<file path="src/uecf_pkg.sv">
package uecf_pkg;

  // geometry
  localparam int NUM_EP_DEF     = 7;
  localparam int SRC_PER_EP_DEF = 5;
  localparam int LEN_W          = 11;
  localparam int SEL_W          = 3;
  localparam int IDX_W          = 10;
  localparam int ADDR_W         = 12;
  localparam int REG_W          = 8;

  // register indexes, byte address is four times the index
  localparam logic [IDX_W-1:0] IDX_EP_SELECT   = 10'h0C7;
  localparam logic [IDX_W-1:0] IDX_FIFO_RESET  = 10'h0D5;
  localparam logic [IDX_W-1:0] IDX_CNT_LOW     = 10'h0E2;
  localparam logic [IDX_W-1:0] IDX_CNT_HIGH    = 10'h0E3;
  localparam logic [IDX_W-1:0] IDX_EP_SUMMARY  = 10'h0F8;
  localparam logic [IDX_W-1:0] IDX_IRQ_STATUS  = 10'h040;
  localparam logic [IDX_W-1:0] IDX_IRQ_MASK    = 10'h041;
  localparam logic [IDX_W-1:0] IDX_EP_SOURCES  = 10'h042;

  // field positions
  localparam int CNT_LOW_LSB   = 0;
  localparam int CNT_LOW_W     = 8;
  localparam int CNT_HIGH_LSB  = 8;
  localparam int CNT_HIGH_W    = 3;

  // longest full-speed packet, keeps count bit 10 at zero
  localparam logic [LEN_W-1:0] MAX_PKT_LEN = 11'h3FF;

  // reset values
  localparam logic [SEL_W-1:0] RST_EP_SELECT  = 3'h0;
  localparam logic [REG_W-1:0] RST_FIFO_RESET = 8'h00;
  localparam logic [LEN_W-1:0] RST_CNT        = 11'h000;
  localparam logic [REG_W-1:0] RST_IRQ_STATUS = 8'h00;
  localparam logic [REG_W-1:0] RST_IRQ_MASK   = 8'h00;

  // packet stored by the serial engine
  typedef struct packed {
    logic             valid;
    logic [SEL_W-1:0] ep;
    logic [LEN_W-1:0] length;
  } uecf_sie_pkt_t;

  // register write strobe
  typedef struct packed {
    logic             en;
    logic [IDX_W-1:0] idx;
    logic [REG_W-1:0] data;
  } uecf_wr_t;

endpackage

</file>
<file path="src/uecf_apb_slave.sv">
`timescale 1ns/1ps
module uecf_apb_slave
  import uecf_pkg::*;
(
  input  wire logic              clk,
  input  wire logic              rst_n,
  input  wire logic              psel,
  input  wire logic              penable,
  input  wire logic              pwrite,
  input  wire logic [ADDR_W-1:0] paddr,
  input  wire logic [31:0]       pwdata,
  input  wire logic [3:0]        pstrb,
  output logic      [31:0]       prdata,
  output logic                   pready,
  output logic                   pslverr,
  output logic      [IDX_W-1:0]  rd_idx,
  input  wire logic [REG_W-1:0]  rd_data,
  input  wire logic              rd_hit,
  output uecf_wr_t               wr
);

  typedef struct packed {
    logic [31:0] rdata;
    logic        err;
  } uecf_apb_state_t;

  uecf_apb_state_t st_reg;
  uecf_apb_state_t st_next;
  logic            good;

  assign rd_idx = paddr[ADDR_W-1:2];
  assign good   = rd_hit && (paddr[1:0] == 2'h0);

  // answer captured in setup, zero wait states in access
  always_comb begin
    st_next = st_reg;
    if (psel && !penable) begin
      st_next.rdata = good ? {24'h000000, rd_data} : 32'h00000000;
      st_next.err   = !good;
    end
  end

  always_ff @(posedge clk or negedge rst_n) begin
    if (!rst_n) begin
      st_reg <= '0;
    end else begin
      st_reg <= st_next;
    end
  end

  assign prdata  = st_reg.rdata;
  assign pslverr = st_reg.err && psel && penable;
  assign pready  = psel && penable;
  assign wr.en   = psel && penable && pwrite && !st_reg.err && pstrb[0];
  assign wr.idx  = rd_idx;
  assign wr.data = pwdata[REG_W-1:0];

endmodule

</file>
<file path="src/uecf_ep_events.sv">
`timescale 1ns/1ps
module uecf_ep_events
  import uecf_pkg::*;
#(
  parameter int NUM_EP     = NUM_EP_DEF,
  parameter int SRC_PER_EP = SRC_PER_EP_DEF
) (
  input  wire logic                                  clk,
  input  wire logic                                  rst_n,
  input  wire logic [NUM_EP-1:0][SRC_PER_EP-1:0]     sources,
  output logic      [NUM_EP-1:0]                     flags,
  output logic      [NUM_EP-1:0]                     rise
);

  typedef struct packed {
    logic [NUM_EP-1:0] flags;
    logic [NUM_EP-1:0] rise;
  } uecf_ev_state_t;

  uecf_ev_state_t    st_reg;
  uecf_ev_state_t    st_next;
  logic [NUM_EP-1:0] any_src;

  generate
    for (genvar e = 0; e < NUM_EP; e++) begin : g_ep
      assign any_src[e] = |sources[e];
    end
  endgenerate

  always_comb begin
    st_next       = st_reg;
    st_next.flags = any_src;
    st_next.rise  = any_src & ~st_reg.flags;
  end

  always_ff @(posedge clk or negedge rst_n) begin
    if (!rst_n) begin
      st_reg <= '0;
    end else begin
      st_reg <= st_next;
    end
  end

  assign flags = st_reg.flags;
  assign rise  = st_reg.rise;

endmodule

</file>
<file path="src/uecf_top.sv">
// Local design decision: the APB slave port.
`timescale 1ns/1ps
// Overview of operation
// - Count low returns bits 7 to 0 of the last received length, saturated at 1023, of the selected endpoint.
// - Count high returns bits 10 to 8 of that saturated length in its bits 2 to 0 for the selected endpoint.
// - High count bits 7 to 2 read as zero and firmware never writes ones there.
// - A FIFO stays in reset while its bit is set and is usable once firmware clears it.
// - Bit 7 of the FIFO reset register is reserved, reads zero and is never set by firmware.
// - The endpoint summary is read-only, one flag per endpoint in bits 6 to 0, bit 7 zero.
// - An endpoint flag sets when any of its sources is active and clears when all are clear.
module uecf_top
  import uecf_pkg::*;
#(
  parameter int NUM_EP     = NUM_EP_DEF,
  parameter int SRC_PER_EP = SRC_PER_EP_DEF
) (
  input  wire logic                              SYS_CLK,
  input  wire logic                              RST_N,
  input  wire logic                              PSEL,
  input  wire logic                              PENABLE,
  input  wire logic                              PWRITE,
  input  wire logic [ADDR_W-1:0]                 PADDR,
  input  wire logic [31:0]                       PWDATA,
  input  wire logic [3:0]                        PSTRB,
  output logic      [31:0]                       PRDATA,
  output logic                                   PREADY,
  output logic                                   PSLVERR,
  input  uecf_sie_pkt_t                          SIE_PKT,
  input  wire logic [NUM_EP-1:0][SRC_PER_EP-1:0] EP_SOURCES,
  output logic      [NUM_EP-1:0]                 FIFO_CLEAR,
  output logic      [NUM_EP-1:0]                 EP_FLAGS,
  output logic                                   IRQ
);

  generate
    if (NUM_EP < 1 || NUM_EP > 7) begin : g_chk_ep
      $error("NUM_EP must be 1 to 7");
    end
    if (SRC_PER_EP < 1) begin : g_chk_src
      $error("SRC_PER_EP must be at least 1");
    end
  endgenerate

  localparam logic [SEL_W-1:0] LAST_EP = SEL_W'(NUM_EP - 1);

  typedef struct packed {
    logic [SEL_W-1:0]             select;
    logic [NUM_EP-1:0]            fifo_rst;
    logic [NUM_EP-1:0][LEN_W-1:0] counts;
    logic [NUM_EP-1:0]            irq_stat;
    logic [NUM_EP-1:0]            irq_mask;
  } uecf_state_t;

  uecf_state_t       st_reg;
  uecf_state_t       st_next;
  uecf_wr_t          wr;
  logic [IDX_W-1:0]  rd_idx;
  logic [REG_W-1:0]  rd_data;
  logic              rd_hit;
  logic [NUM_EP-1:0] ev_rise;
  logic [NUM_EP-1:0] ev_flags;
  logic [LEN_W-1:0]  sel_count;
  logic [LEN_W-1:0]  pkt_len;
  logic [NUM_EP-1:0] src_sel;

  uecf_apb_slave u_apb (
    .clk     (SYS_CLK),
    .rst_n   (RST_N),
    .psel    (PSEL),
    .penable (PENABLE),
    .pwrite  (PWRITE),
    .paddr   (PADDR),
    .pwdata  (PWDATA),
    .pstrb   (PSTRB),
    .prdata  (PRDATA),
    .pready  (PREADY),
    .pslverr (PSLVERR),
    .rd_idx  (rd_idx),
    .rd_data (rd_data),
    .rd_hit  (rd_hit),
    .wr      (wr)
  );

  uecf_ep_events #(
    .NUM_EP     (NUM_EP),
    .SRC_PER_EP (SRC_PER_EP)
  ) u_events (
    .clk     (SYS_CLK),
    .rst_n   (RST_N),
    .sources (EP_SOURCES),
    .flags   (ev_flags),
    .rise    (ev_rise)
  );

  // count of the selected endpoint, zero past the last one
  always_comb begin
    sel_count = RST_CNT;
    if (st_reg.select <= LAST_EP) begin
      sel_count = st_reg.counts[st_reg.select];
    end
  end

  // status sources of the selected endpoint
  always_comb begin
    src_sel = '0;
    if (st_reg.select <= LAST_EP && SRC_PER_EP <= NUM_EP) begin
      src_sel[SRC_PER_EP-1:0] = EP_SOURCES[st_reg.select];
    end
  end

  // full-speed lengths never pass 1023
  assign pkt_len = (SIE_PKT.length > MAX_PKT_LEN) ? MAX_PKT_LEN : SIE_PKT.length;

  // read decode
  always_comb begin
    rd_data = 8'h00;
    rd_hit  = 1'b1;
    case (rd_idx)
      IDX_EP_SELECT: begin
        rd_data = {5'h00, st_reg.select};
      end
      IDX_FIFO_RESET: begin
        rd_data = {{(REG_W-NUM_EP){1'b0}}, st_reg.fifo_rst};
      end
      IDX_CNT_LOW: begin
        rd_data = sel_count[CNT_LOW_LSB +: CNT_LOW_W];
      end
      IDX_CNT_HIGH: begin
        rd_data = {5'h00, sel_count[CNT_HIGH_LSB +: CNT_HIGH_W]};
      end
      IDX_EP_SUMMARY: begin
        rd_data = {{(REG_W-NUM_EP){1'b0}}, ev_flags};
      end
      IDX_IRQ_STATUS: begin
        rd_data = {{(REG_W-NUM_EP){1'b0}}, st_reg.irq_stat};
      end
      IDX_IRQ_MASK: begin
        rd_data = {{(REG_W-NUM_EP){1'b0}}, st_reg.irq_mask};
      end
      IDX_EP_SOURCES: begin
        rd_data = {{(REG_W-NUM_EP){1'b0}}, src_sel};
      end
      default: begin
        rd_hit = 1'b0;
      end
    endcase
  end

  always_comb begin
    st_next = st_reg;
    if (wr.en) begin
      case (wr.idx)
        IDX_EP_SELECT: begin
          st_next.select = wr.data[SEL_W-1:0];
        end
        IDX_FIFO_RESET: begin
          st_next.fifo_rst = wr.data[NUM_EP-1:0];
        end
        IDX_IRQ_MASK: begin
          st_next.irq_mask = wr.data[NUM_EP-1:0];
        end
        IDX_IRQ_STATUS: begin
          st_next.irq_stat = st_reg.irq_stat & ~wr.data[NUM_EP-1:0];
        end
        default: begin
          st_next.select = st_reg.select; // count and summary writes ignored
        end
      endcase
    end
    // new event beats a clear in the same cycle
    st_next.irq_stat = st_next.irq_stat | ev_rise;
    if (SIE_PKT.valid && SIE_PKT.ep <= LAST_EP && !st_reg.fifo_rst[SIE_PKT.ep]) begin
      st_next.counts[SIE_PKT.ep] = pkt_len;
    end
    for (int e = 0; e < NUM_EP; e++) begin
      if (st_reg.fifo_rst[e]) begin
        st_next.counts[e] = RST_CNT;
      end
    end
  end

  always_ff @(posedge SYS_CLK or negedge RST_N) begin
    if (!RST_N) begin
      st_reg.select   <= RST_EP_SELECT;
      st_reg.fifo_rst <= RST_FIFO_RESET[NUM_EP-1:0];
      st_reg.counts   <= {NUM_EP{RST_CNT}};
      st_reg.irq_stat <= RST_IRQ_STATUS[NUM_EP-1:0];
      st_reg.irq_mask <= RST_IRQ_MASK[NUM_EP-1:0];
    end else begin
      st_reg <= st_next;
    end
  end

  assign FIFO_CLEAR = st_reg.fifo_rst;
  assign EP_FLAGS   = ev_flags;
  assign IRQ        = |(st_reg.irq_stat & st_reg.irq_mask);

endmodule
</file>
<file path="config.mk">
export PLATFORM = sky130hd
export DESIGN_NAME = uecf_top
export DESIGN_NICKNAME = d
export VERILOG_FILES = /design/src/uecf_pkg.sv /design/src/uecf_apb_slave.sv /design/src/uecf_ep_events.sv /design/src/uecf_top.sv
export SDC_FILE = /design/constraint.sdc
export NUM_CORES = 1
export LEC_CHECK = 0
export ABC_AREA = 1
export BUFFER_PORTS_ARGS = -buffer_cell sky130_fd_sc_hd__buf_2
export CELL_PAD_IN_SITES_DETAIL_PLACEMENT = 0
export CELL_PAD_IN_SITES_GLOBAL_PLACEMENT = 1
export CORE_MARGIN = 3
export CORE_UTILIZATION = 42
export DETAILED_ROUTE_END_ITERATION = 8
export PLACE_DENSITY = 0.89
export SYNTH_ARGS = -nofsm -noshare
export SYNTH_HDL_FRONTEND = slang
export SYNTH_SLANG_ARGS = --single-unit
</file>
<file path="constraint.sdc">
create_clock -name SYS_CLK -period 4.66 [get_ports SYS_CLK]
set_input_delay 0.932 -clock SYS_CLK [delete_from_list [all_inputs] [get_ports SYS_CLK]]
set_output_delay 0.932 -clock SYS_CLK [all_outputs]
set_load 0.05 [all_outputs]
</file>
==> metrics.md, run 1 <==
| Metric | Value |
|---|---|
| Final-report max-slew violation count | `0` |
| RSZ-0062 raised after global routing | `false` |
| # resized after CTS | `0` |
| Die Span Y | `136 µm` |
| Synthesized area per cell | `7.04 µm²` |
| Count leader, synth | `nand2_1` |
| Clock sink count | `124` |
| Hold Path Cell Cnt | `2` |
| Synth area leaders | `dfrtp_1 (44%), nand2_1 (18%), nand3_1 (10%), nor2_1 (4.6%), buf_4 (4.6%)` |
| Hold Vio Cnt, Final | `0` |
| Top FF cell, synth | `dfrtp_1` |
| Register share of total power | `0.438` |
| Boundary Pins | `152` |
| Worst Reg-to-Reg Cells | `7` |
| Clk buf depth | `2` |
| Clock Skew | `0.00876 ns` |
| WP data arrival | `3.16 ns` |
| Die area | `18,500 µm²` |
| Number of DRC markers in iteration 0 | `627` |
| Synth top cells by count | `nand2_1 (346), nand3_1 (148), dfrtp_1 (124)` |
| Max-Cap Viols | `0` |
| Clk slew on worst S/H paths | `0.06 ns` |
| Cells after Synth | `1,007` |
| CP Max Fanout | `17` |
| Share of cells above drive strength 1 | `0.159` |
| Max reg flops | `94` |
| Synthesis Warnings | `0` |
| Worst setup EP type | `flip-flop` |
| Setup-failing EPs final | `0` |
| Die width | `136 µm` |
| Synthesized area | `7090 µm²` |
| First-pass DRT Iterations | `5` |
| Final ANT Viol Nets | `0` |
| Cell Rows | `46` |
| Worst min path class | `reg -> reg` |
| Vias | `~6,800` |
| Non-Filler Instances | `about 1,300` |
| Sw Share | `0.289` |
| Placed cells | `1,268` |
| Ys async rst share | `1.00` |
| Cell internal pwr | `roughly 0.0021 W` |
| Largest area contributor in the netlist | `dfrtp_1` |
| Clock latency on the worst-skew pair | `0.42 ns` |
| Post-CTS setup buffer count | `0` |
| Initial antenna violation count | `0` |
| Antenna cells | `0` |
| Yosys cell types | `35` |
| Power Density | `367 nW/µm²` |
| Max-slew headroom | `0.377` |
| Largest net degree at the start of global routing | `74` |
| Post-synth top area share | `0.437` |
| CTS Root Cell | `clkbuf_16` |
| I/O Buffers | `99` |
| Status | `finished clean` |
| First-pass GRT wire length | `34.3 mm` |
| CTS tree | `yes` |
| CTS H-tree depth | `4` |
| Tot GR Track Use | `0.245` |
| Leak Pwr | `4.30 nW` |
| Register area share after synthesis | `0.437` |
| Nets@finish | `1,174` |
| Wire per inst | `17.0 µm` |
| Initial Utilization | `0.437` |
| Least-Margin Pin Slew | `0.935 ns` |
| CP Class | `in -> reg` |
| Post-CTS Hold Fix Bufs | `0` |
| Post-Route WL | `~22 mm` |
| Yosys reg bits | `124` |
| Vias per cell | `5.20` |
| Final HPWL DP | `15.8 mm` |
| Startpoint Class | `input pin` |
| Overflow after GRT | `0` |
| Final min period | `2.81 ns` |
| Combinational power share | `0.137` |
| Vias in the first global route | `6,270` |
| CTS Buf Count | `17` |
| Core area | `16,200 µm²` |
| Worst vdd ir | `249 µV` |
| Gpl congestion | `0.910` |
| Setup TNS | `0 ns` |
| Fmax achieved | `0.356 GHz` |
| Switching power | `0.000857 W` |
| Clock power frac | `0.425` |
| EDFF count, synth | `0` |
| P&R area growth vs syn | `13.6%` |
| Remaining DRCs | `0` |
| Final critical-path share of the clock period | `0.603` |
| Crit path required time | `about 5 ns` |
==> per-layer routing <==
metal	routed length, µm	part of all wire	global-route usage	up-vias
met4	722	0.033	0.0963	0
met1	9220	0.42	0.317	3150
li1	-	-	-	3271
met3	1700	0.077	0.0477	41
met5	0	0	0	-
met2	10500	0.47	0.406	292
==> critical path, cell delays in order <==
cell and delay (ns):
buf_2 0.38, inv_4 0.19, nand2_1 0.14, nor2_1 0.07, nor3_4 0.39, nand3_1 0.49
inv_2 0.38, nand2_1 0.09, nand2_1 0.08
==> power groups by stage <==
stage,combinational [W],sequential (W),clock (W)
detailed placement,0.000404,0.00131,0
finish,0.000405,0.00130,0.00126
floorplan,0.000298,0.00130,0
global placement,0.000397,0.00130,0
global route,0.000468,0.00131,0.00132
CTS,0.000407,0.00129,0.00128
==> cell type report <==
type	count	area, µm²
clock buffer	18	439
clock inverter	14	120
fill	1655	8170
inverter	90	340
multi-input combinational	731	3230
sequential	124	3100
tap	216	270
timing repair buffer	107	558
==> path summary, 6_finish.rpt <==
check / startpoint / end / slack, ns
max: SIE_PKT[11] / st_reg[69]$_DFFE_PN0P_ / 1.85
min: u_events.rise[3]$_DFF_PN0_ / st_reg[10]$_DFF_PN0_ / 0.43
max reg2reg: st_reg[100]$_DFFE_PN0P_ / u_apb.prdata[6]$_DFFE_PN0P_ / 2.10
min reg2reg: u_events.rise[3]$_DFF_PN0_ / st_reg[10]$_DFF_PN0_ / 0.43
max in group asynchronous: RST_N / st_reg[33]$_DFFE_PN0P_ / 3.08
min in group asynchronous: RST_N / st_reg[11]$_DFF_PN0_ / 0.64
==> per-stage QoR <==
step | total power [W] | instance area, µm² | utilization | hold WS [ns] | worst slack (ns)
floorplan | 0.00159 | 7180 | - | 0.409 | 2.08
global placement | 0.00170 | 7500 | 0.462 | 0.413 | 1.55
detailed placement | 0.00172 | 7500 | 0.462 | 0.417 | 1.47
CTS | 0.00298 | 8060 | 0.497 | 0.431 | 1.91
global route | 0.00310 | 8060 | 0.497 | 0.462 | 1.71
finish | 0.00296 | 8060 | 0.497 | 0.430 | 1.85
==> layout by cell type (no fill, tap or decap), types with 9 or more instances in the layout <==
| master | n |
|---|---|
| buf_4 | 9 |
| inv_1 | 81 |
| nand3_1 | 148 |
| nor2_1 | 87 |
| conb_1 | 24 |
| or2_2 | 11 |
| clkbuf_16 | 17 |
| buf_2 | 98 |
| nand4_1 | 14 |
| nand2_1 | 346 |
| nor3_1 | 17 |
| dfrtp_1 | 124 |
| o21ai_0 | 49 |
==> logic make-up (layout without fill, tap and decap cells) <==
family / Yosys count / after routing / synth area share
and+or+nand+nor: 642 / 642 / 0.391
AOI/OAI and AO/OA: 65 / 65 / 0.0515
other: 1 / 24 / 0.000529
DFF: 124 / 124 / 0.437
buffers and inverters: 175 / 229 / 0.119
No activity file was read; power rests on OpenSTA's default activity.
==> run 2: changes to the inputs <==
--- a/config.mk
+++ b/config.mk
@@ -10,9 +10,9 @@
 export CELL_PAD_IN_SITES_DETAIL_PLACEMENT = 0
 export CELL_PAD_IN_SITES_GLOBAL_PLACEMENT = 1
 export CORE_MARGIN = 3
-export CORE_UTILIZATION = 42
+export CORE_UTILIZATION = 39
 export DETAILED_ROUTE_END_ITERATION = 8
-export PLACE_DENSITY = 0.89
+export PLACE_DENSITY = 0.83
 export SYNTH_ARGS = -nofsm -noshare
 export SYNTH_HDL_FRONTEND = slang
 export SYNTH_SLANG_ARGS = --single-unit
==> constraint.sdc (replaced) <==
create_clock -name SYS_CLK -period 2.9 [get_ports SYS_CLK]
set_input_delay 0.58 -clock SYS_CLK [delete_from_list [all_inputs] [get_ports SYS_CLK]]
set_output_delay 0.58 -clock SYS_CLK [all_outputs]
set_load 0.05 [all_outputs]
==> run 2 against run 1 <==
  * Clock power grew 71%
  * Wire length grew 1.5%
  * Design area grew 2.9%
  * Core utilization shrank 2.4 points
  * Critical path depth shrank 5
==> metrics.md, run 2 (same netlist as run 1, synthesis figures left out) <==
| Metric | Value |
|---|---|
| Leak Pwr | `4.40 nW (+2.5%)` |
| Worst path slowest cell | `dfrtp_1` |
| Core area | `17,500 µm² (+8.0%)` |
| Overflow after GRT | `0 (unchanged)` |
| Final HPWL DP | `16.8 mm (+6.3%)` |
| Initial Utilization | `0.404 (-0.0326)` |
| Post-CTS setup buffer count | `0 (unchanged)` |
| Cell internal pwr | `0.00347 W (+65%)` |
| Number of DRC markers in iteration 0 | `536 (-15%)` |
| Tot GR Track Use | `0.231 (-0.0139)` |
| Crit path cell chain | `a22o_1, a221oi_1, nand4_1, buf_2` |
| Initial antenna violation count | `0 (unchanged)` |
| Worst vdd ir | `423 µV (+70%)` |
| CP Class | `reg -> out` |
| Fmax achieved | `around 0.44 GHz` |
| First-pass GRT wire length | `35.6 mm (+3.8%)` |
| Antenna cells | `0 (unchanged)` |
| Clock Skew | `0.00884 ns (+0.0000812 ns)` |
| Register-to-Register Setup Slack | `0.70 ns (-1.40 ns)` |
| Vias in the first global route | `6,505 (+3.7%)` |
| CTS tree | `yes` |
| Worst setup EP type | `output pin` |
| Die width | `141 µm (+3.6%)` |
| Commonest non-fill, non-tap cell in the layout | `nand2_1` |
| Vias | `6,687 (-0.99%)` |
| WP data arrival | `1.72 ns (-1.44 ns)` |
| Clock power frac | `0.440 (+0.015)` |
| Post-CTS Hold Fix Bufs | `0 (unchanged)` |
| Worst Reg-to-Reg Cells | `7 (unchanged)` |
| # resized after CTS | `0 (unchanged)` |
| CTS Buf Count | `17 (unchanged)` |
| Reg2reg end | `st_reg[42]$_DFFE_PN0P_` |
| Final critical-path share of the clock period | `0.792` |
| Least-Margin Pin Slew | `0.709 ns (-0.226 ns)` |
| CP Max Fanout | `3 (-14)` |
| Combinational power share | `0.134 (-0.003)` |
| Post-Route WL | `22.5 mm (+1.5%)` |
| RSZ-0062 raised after global routing | `false` |
| Design area | `8290 µm² (+2.9%)` |
| Cell Rows | `48 (+4.3%)` |
| Post-DP Area | `7700 µm² (+2.7%)` |
| CP max stage delay | `0.41 ns (-0.08 ns)` |
| Max reg flops | `94 (unchanged)` |
| Worst hold margin | `0.205 ns (-0.225 ns)` |
| Startpoint Class | `flip-flop` |
| Share of cells above drive strength 1 | `0.174 (+0.0152)` |
| Status | `finished clean` |
| Setup TNS | `0 ns (unchanged)` |
| Crit path required time | `2.32 ns (-2.69 ns)` |
| Gpl congestion | `0.981 (+7.8%)` |
| Die Span Y | `141 µm (+3.6%)` |
| Switching power | `0.00142 W (+65%)` |
| Largest net degree at the start of global routing | `53 (-28%)` |
| Power Density | `589 nW/µm² (+60%)` |
| Clk buf depth | `2 (unchanged)` |
| Bufs and invs on worst path | `1 (-2)` |
| Die area | `19,800 µm² (+7.3%)` |
| Wire per inst | `16.9 µm (-0.73%)` |
| Max-slew headroom | `0.527 (+0.151)` |
| Launching point of the worst reg2reg path | `FIFO_CLEAR[4]$_DFFE_PN0P_` |
| Vias per cell | `5.03 (-3.2%)` |
| P&R area growth vs syn | `16.9%` |
| Clock sink count | `124 (unchanged)` |
| Nets@finish | `1,194 (+1.7%)` |
| Register share of total power | `0.426 (-0.012)` |
| Max-Cap Viols | `0 (unchanged)` |
| Boundary Pins | `152 (unchanged)` |
| Final ANT Viol Nets | `0 (unchanged)` |
| Worst min path class | `in -> async` |
| Hold Vio Cnt, Final | `0 (unchanged)` |
| Final-report max-slew violation count | `0 (unchanged)` |
| Setup-failing EPs final | `0 (unchanged)` |
| CTS Root Cell | `clkbuf_16` |
| CTS H-tree depth | `4 (unchanged)` |
| First-pass DRT Iterations | `5 (unchanged)` |
| I/O Buffers | `99 (unchanged)` |
| Final min period | `roughly 2.3 ns` |
| Cell family with most CP delay | `compound AO/OA/AOI/OAI gates` |
| Commonest cells after routing, fill and taps aside | `nand2_1 (346), nand3_1 (148), dfrtp_1 (124)` |
| Clock latency on the worst-skew pair | `0.42 ns (about the same)` |
| Clk slew on worst S/H paths | `0.06 ns (about the same)` |
| Sw Share | `0.290 (+0.000761)` |
| Remaining DRCs | `0 (unchanged)` |
[run 2: worst reg2reg max path: cells and delay by family, from the launching register on]
kind / cells / cell delay [ns]
AND/OR/NAND/NOR: 6 / 1.28
buffers and inverters: 1 / 0.37
flip-flops: 1 / 0.48
[run 2: power groups by stage]
stage / combinational, W / sequential, W / clock, W
after floorplan: 0.000479 / 0.00208 / 0
after global placement: 0.000650 / 0.00210 / 0
after detailed placement: 0.000660 / 0.00211 / 0
after CTS: 0.000664 / 0.00208 / 0.00216
after global routing: 0.000757 / 0.00210 / 0.00226
final: 0.000656 / 0.00208 / 0.00215
[run 2: routing by layer]
| metal | global-route usage | part of all wire |
|---|---|---|
| met4 | 0.0586 | 0.018 |
| met1 | 0.296 | 0.41 |
| met5 | 0 | 0 |
| met3 | 0.0502 | 0.076 |
| met2 | 0.397 | 0.49 |
[run 2: area by class of cell]
class	instances	area, µm²
multi-input cells	731	3230
fillers	1811	9250
clock inverters	15	165
flip-flops and latches	124	3100
clock buffers	17	425
repair buffers	127	746
well taps	225	282
inverters	90	340
[run 2: worst max-delay path by stage]
stage | cells past startpoint | from | end | slack, ns
floorplan | 11 | SIE_PKT[11] | st_reg[36]$_DFFE_PN0P_ | 1.0
global placement | 10 | SIE_PKT[11] | st_reg[36]$_DFFE_PN0P_ | 0.43
detailed placement | 10 | SIE_PKT[11] | st_reg[54]$_DFFE_PN0P_ | 0.42
CTS | 4 | st_reg[9]$_DFF_PN0_ | IRQ | 0.59
global route | 4 | st_reg[9]$_DFF_PN0_ | IRQ | 0.48
finish | 4 | st_reg[9]$_DFF_PN0_ | IRQ | 0.60
[run 2: per-stage QoR]
step,total power (W),utilization,setup slack (ns),instances
floorplan,0.00256,-,0.999,1030
global placement,0.00275,0.439,0.430,1297
detailed placement,0.00277,0.439,0.421,1297
CTS,0.00491,0.473,0.591,1329
global route,0.00511,0.473,0.479,1329
finish,0.00488,0.473,0.602,1329
==> run 3: changes to the inputs <==
==> constraint.sdc (replaced) <==
create_clock -name SYS_CLK -period 2.3 [get_ports SYS_CLK]
set_input_delay 0.46 -clock SYS_CLK [delete_from_list [all_inputs] [get_ports SYS_CLK]]
set_output_delay 0.46 -clock SYS_CLK [all_outputs]
set_load 0.05 [all_outputs]
==> run 3 against run 2 <==
  * Register-to-register slack got worse by 0.38 ns
  * Power rose by 31%
  * Sequential share of layout area fell by 0.65 points
  * Critical path depth did not move
  * Clock skew rose by 0.0017 ns
  * Critical path type unchanged
  * Largest cell class unchanged
  * Largest power group unchanged
  * Highest routed layer unchanged
==> metrics.md, run 3 (same netlist as run 1, synthesis figures left out) <==
| Metric | Value |
|---|---|
| Post-CTS setup buffer count | `0 (unchanged)` |
| Gpl congestion | `0.930 (-5.2%)` |
| Crit path required time | `1.84 ns (-0.48 ns)` |
| CP Class | `reg -> out` |
| Initial antenna violation count | `0 (unchanged)` |
| Status | `finished clean` |
| P&R area growth vs syn | `18.9%` |
| Final ANT Viol Nets | `0 (unchanged)` |
| Cell Rows | `48 (unchanged)` |
| CTS H-tree depth | `4 (unchanged)` |
| Setup TNS | `0 ns (unchanged)` |
| Leak Pwr | `4.48 nW (+1.8%)` |
| Final critical-path share of the clock period | `0.942` |
| Die width | `141 µm (unchanged)` |
| Clk slew on worst S/H paths | `0.06 ns (about the same)` |
| Fmax achieved | `0.462 GHz` |
| First-pass DRT Iterations | `5 (unchanged)` |
| Max-slew headroom | `0.626 (+0.0983)` |
| CTS tree | `yes` |
| Tot GR Track Use | `0.234 (+0.00319)` |
| Clock latency on the worst-skew pair | `0.43 ns (about the same)` |
| Core area | `17,500 µm² (unchanged)` |
| Final HPWL DP | `16.7 mm (-0.71%)` |
| Initial Utilization | `0.404 (unchanged)` |
| Startpoint Class | `flip-flop` |
| Hold Vio Cnt, Final | `0 (unchanged)` |
| RSZ-0062 raised after global routing | `false` |
| Largest net degree at the start of global routing | `42 (-21%)` |
| Boundary Pins | `152 (unchanged)` |
| Antenna cells | `0 (unchanged)` |
| Worst min path class | `in -> async` |
| Overflow after GRT | `0 (unchanged)` |
| Number of DRC markers in iteration 0 | `486 (-9.3%)` |
| I/O Buffers | `99 (unchanged)` |
| Max-Cap Viols | `0 (unchanged)` |
| Setup-failing EPs final | `0 (unchanged)` |
| Pwr Total | `0.00638 W (+31%)` |
| Worst setup EP type | `output pin` |
| CTS Root Cell | `clkbuf_16` |
| CTS Buf Count | `17 (unchanged)` |
| Least-Margin Pin Slew | `0.561 ns (-0.147 ns)` |
| Fill cells | `1,769 (-2.3%)` |
| Clk buf depth | `2 (unchanged)` |
| WP data arrival | `1.71 ns (about the same)` |
| Wire per inst | `17.1 µm (+1.1%)` |
| Clock sink count | `124 (unchanged)` |
| Commonest cells after routing, fill and taps aside | `nand2_1 (346), nand3_1 (148), dfrtp_1 (124)` |
| Vias | `6,819 (+2.0%)` |
| Final min period | `between 2 and 2.5 ns` |
| Remaining DRCs | `0 (unchanged)` |
| Power Density | `756 nW/µm² (+28%)` |
| Die Span Y | `141 µm (unchanged)` |
| Worst vdd ir | `606 µV (+43%)` |
| Commonest non-fill, non-tap cell in the layout | `nand2_1` |
| Share of cells above drive strength 1 | `0.180 (+0.00652)` |
| Vias per cell | `5.09 (+1.2%)` |
| Vias in the first global route | `6,622 (+1.8%)` |
| Die area | `19,800 µm² (unchanged)` |
| Clock Skew | `0.0106 ns (+0.00174 ns)` |
| Post-Route WL | `22.9 mm (+1.8%)` |
| First-pass GRT wire length | `35.9 mm (+0.85%)` |
| CP Max Fanout | `3 (unchanged)` |
| Nets@finish | `1,204 (+0.84%)` |
| Max reg flops | `94 (unchanged)` |
| Final-report max-slew violation count | `0 (unchanged)` |
-- run 3: changes by cell type in the layout (fill, tap and decap cells not counted), sizes merged --
cell | previous run | this run
clkbuf | 17 | 20
inv | 88 | 86
bufinv | 2 | 4
clkinv | 9 | 8
buf | 127 | 137
clkinvlp | 6 | 4
-- run 3: repair_timing --
action | 4_1_cts | 5_1_grt
endpoints found under the setup margin | 0 | 1
gates resized for setup | 0 | 1
endpoints found under the hold margin | 0 | 0
hold buffers | 0 | 0
-- run 3: through the flow --
step / instances / hold slack (ns) / setup WS (ns) / utilization / instance area (µm²)
3_5_place_dp: 1307 / 0.419 / 0.153 / 0.445 / 7800
5_1_grt: 1339 / 0.0607 / 0.0572 / 0.481 / 8440
6_report: 1339 / 0.0194 / 0.134 / 0.481 / 8440
4_1_cts: 1339 / 0.0324 / 0.133 / 0.481 / 8430
3_3_place_gp: 1307 / 0.413 / 0.175 / 0.445 / 7800
2_1_floorplan: 1030 / 0.164 / 0.519 / - / 7180
-- run 3: worst paths after layout --
kind	from	endpoint	slack, ns	depth (start not counted)
max	st_reg[9]$_DFF_PN0_	IRQ	0.13	4
min	RST_N	u_events.rise[6]$_DFF_PN0_	0.02	1
max reg2reg	st_reg[98]$_DFFE_PN0P_	u_apb.prdata[1]$_DFFE_PN0P_	0.32	12
min reg2reg	u_events.rise[5]$_DFF_PN0_	st_reg[12]$_DFF_PN0_	0.43	2
max in group asynchronous	RST_N	u_apb.prdata[3]$_DFFE_PN0P_	1.66	2
min in group SYS_CLK	EP_SOURCES[11]	u_events.flags[2]$_DFF_PN0_	0.26	3
-- run 3: critical path: stages (launching register included) --
cell and delay, ns:
dfrtp_1 0.42, a22o_1 0.24, a221oi_1 0.23, nand4_1 0.14
buf_2 0.24
-- run 3: cell type report --
| class | instances | area [µm²] | area share |
|---|---|---|---|
| Multi-Input combinational cell | 731 | 3230 | 0.383 |
| Sequential cell | 124 | 3100 | 0.368 |
| Timing Repair Buffer | 137 | 846 | 0.100 |
| Clock buffer | 20 | 447 | 0.0529 |
| Inverter | 90 | 344 | 0.0408 |
| Tap cell | 225 | 282 | 0.0334 |
| Clock inverter | 12 | 186 | 0.0221 |
-- run 3: power breakdown --
part / switching [W] / internal, W / leakage, nW
sequential: 0.000152 / 0.00247 / 1.53
combinational: 0.000550 / 0.000293 / 2.66
clock: 0.00106 / 0.00185 / 0.297
total: 0.00176 / 0.00462 / 4.48
-- run 3: layer usage --
layer,vias to the layer above,track usage,wire length (µm)
li1,3322,-,-
met1,3217,0.304,9810
met2,238,0.393,11100
met3,42,0.0438,1430
met4,0,0.0806,546
met5,-,0,0
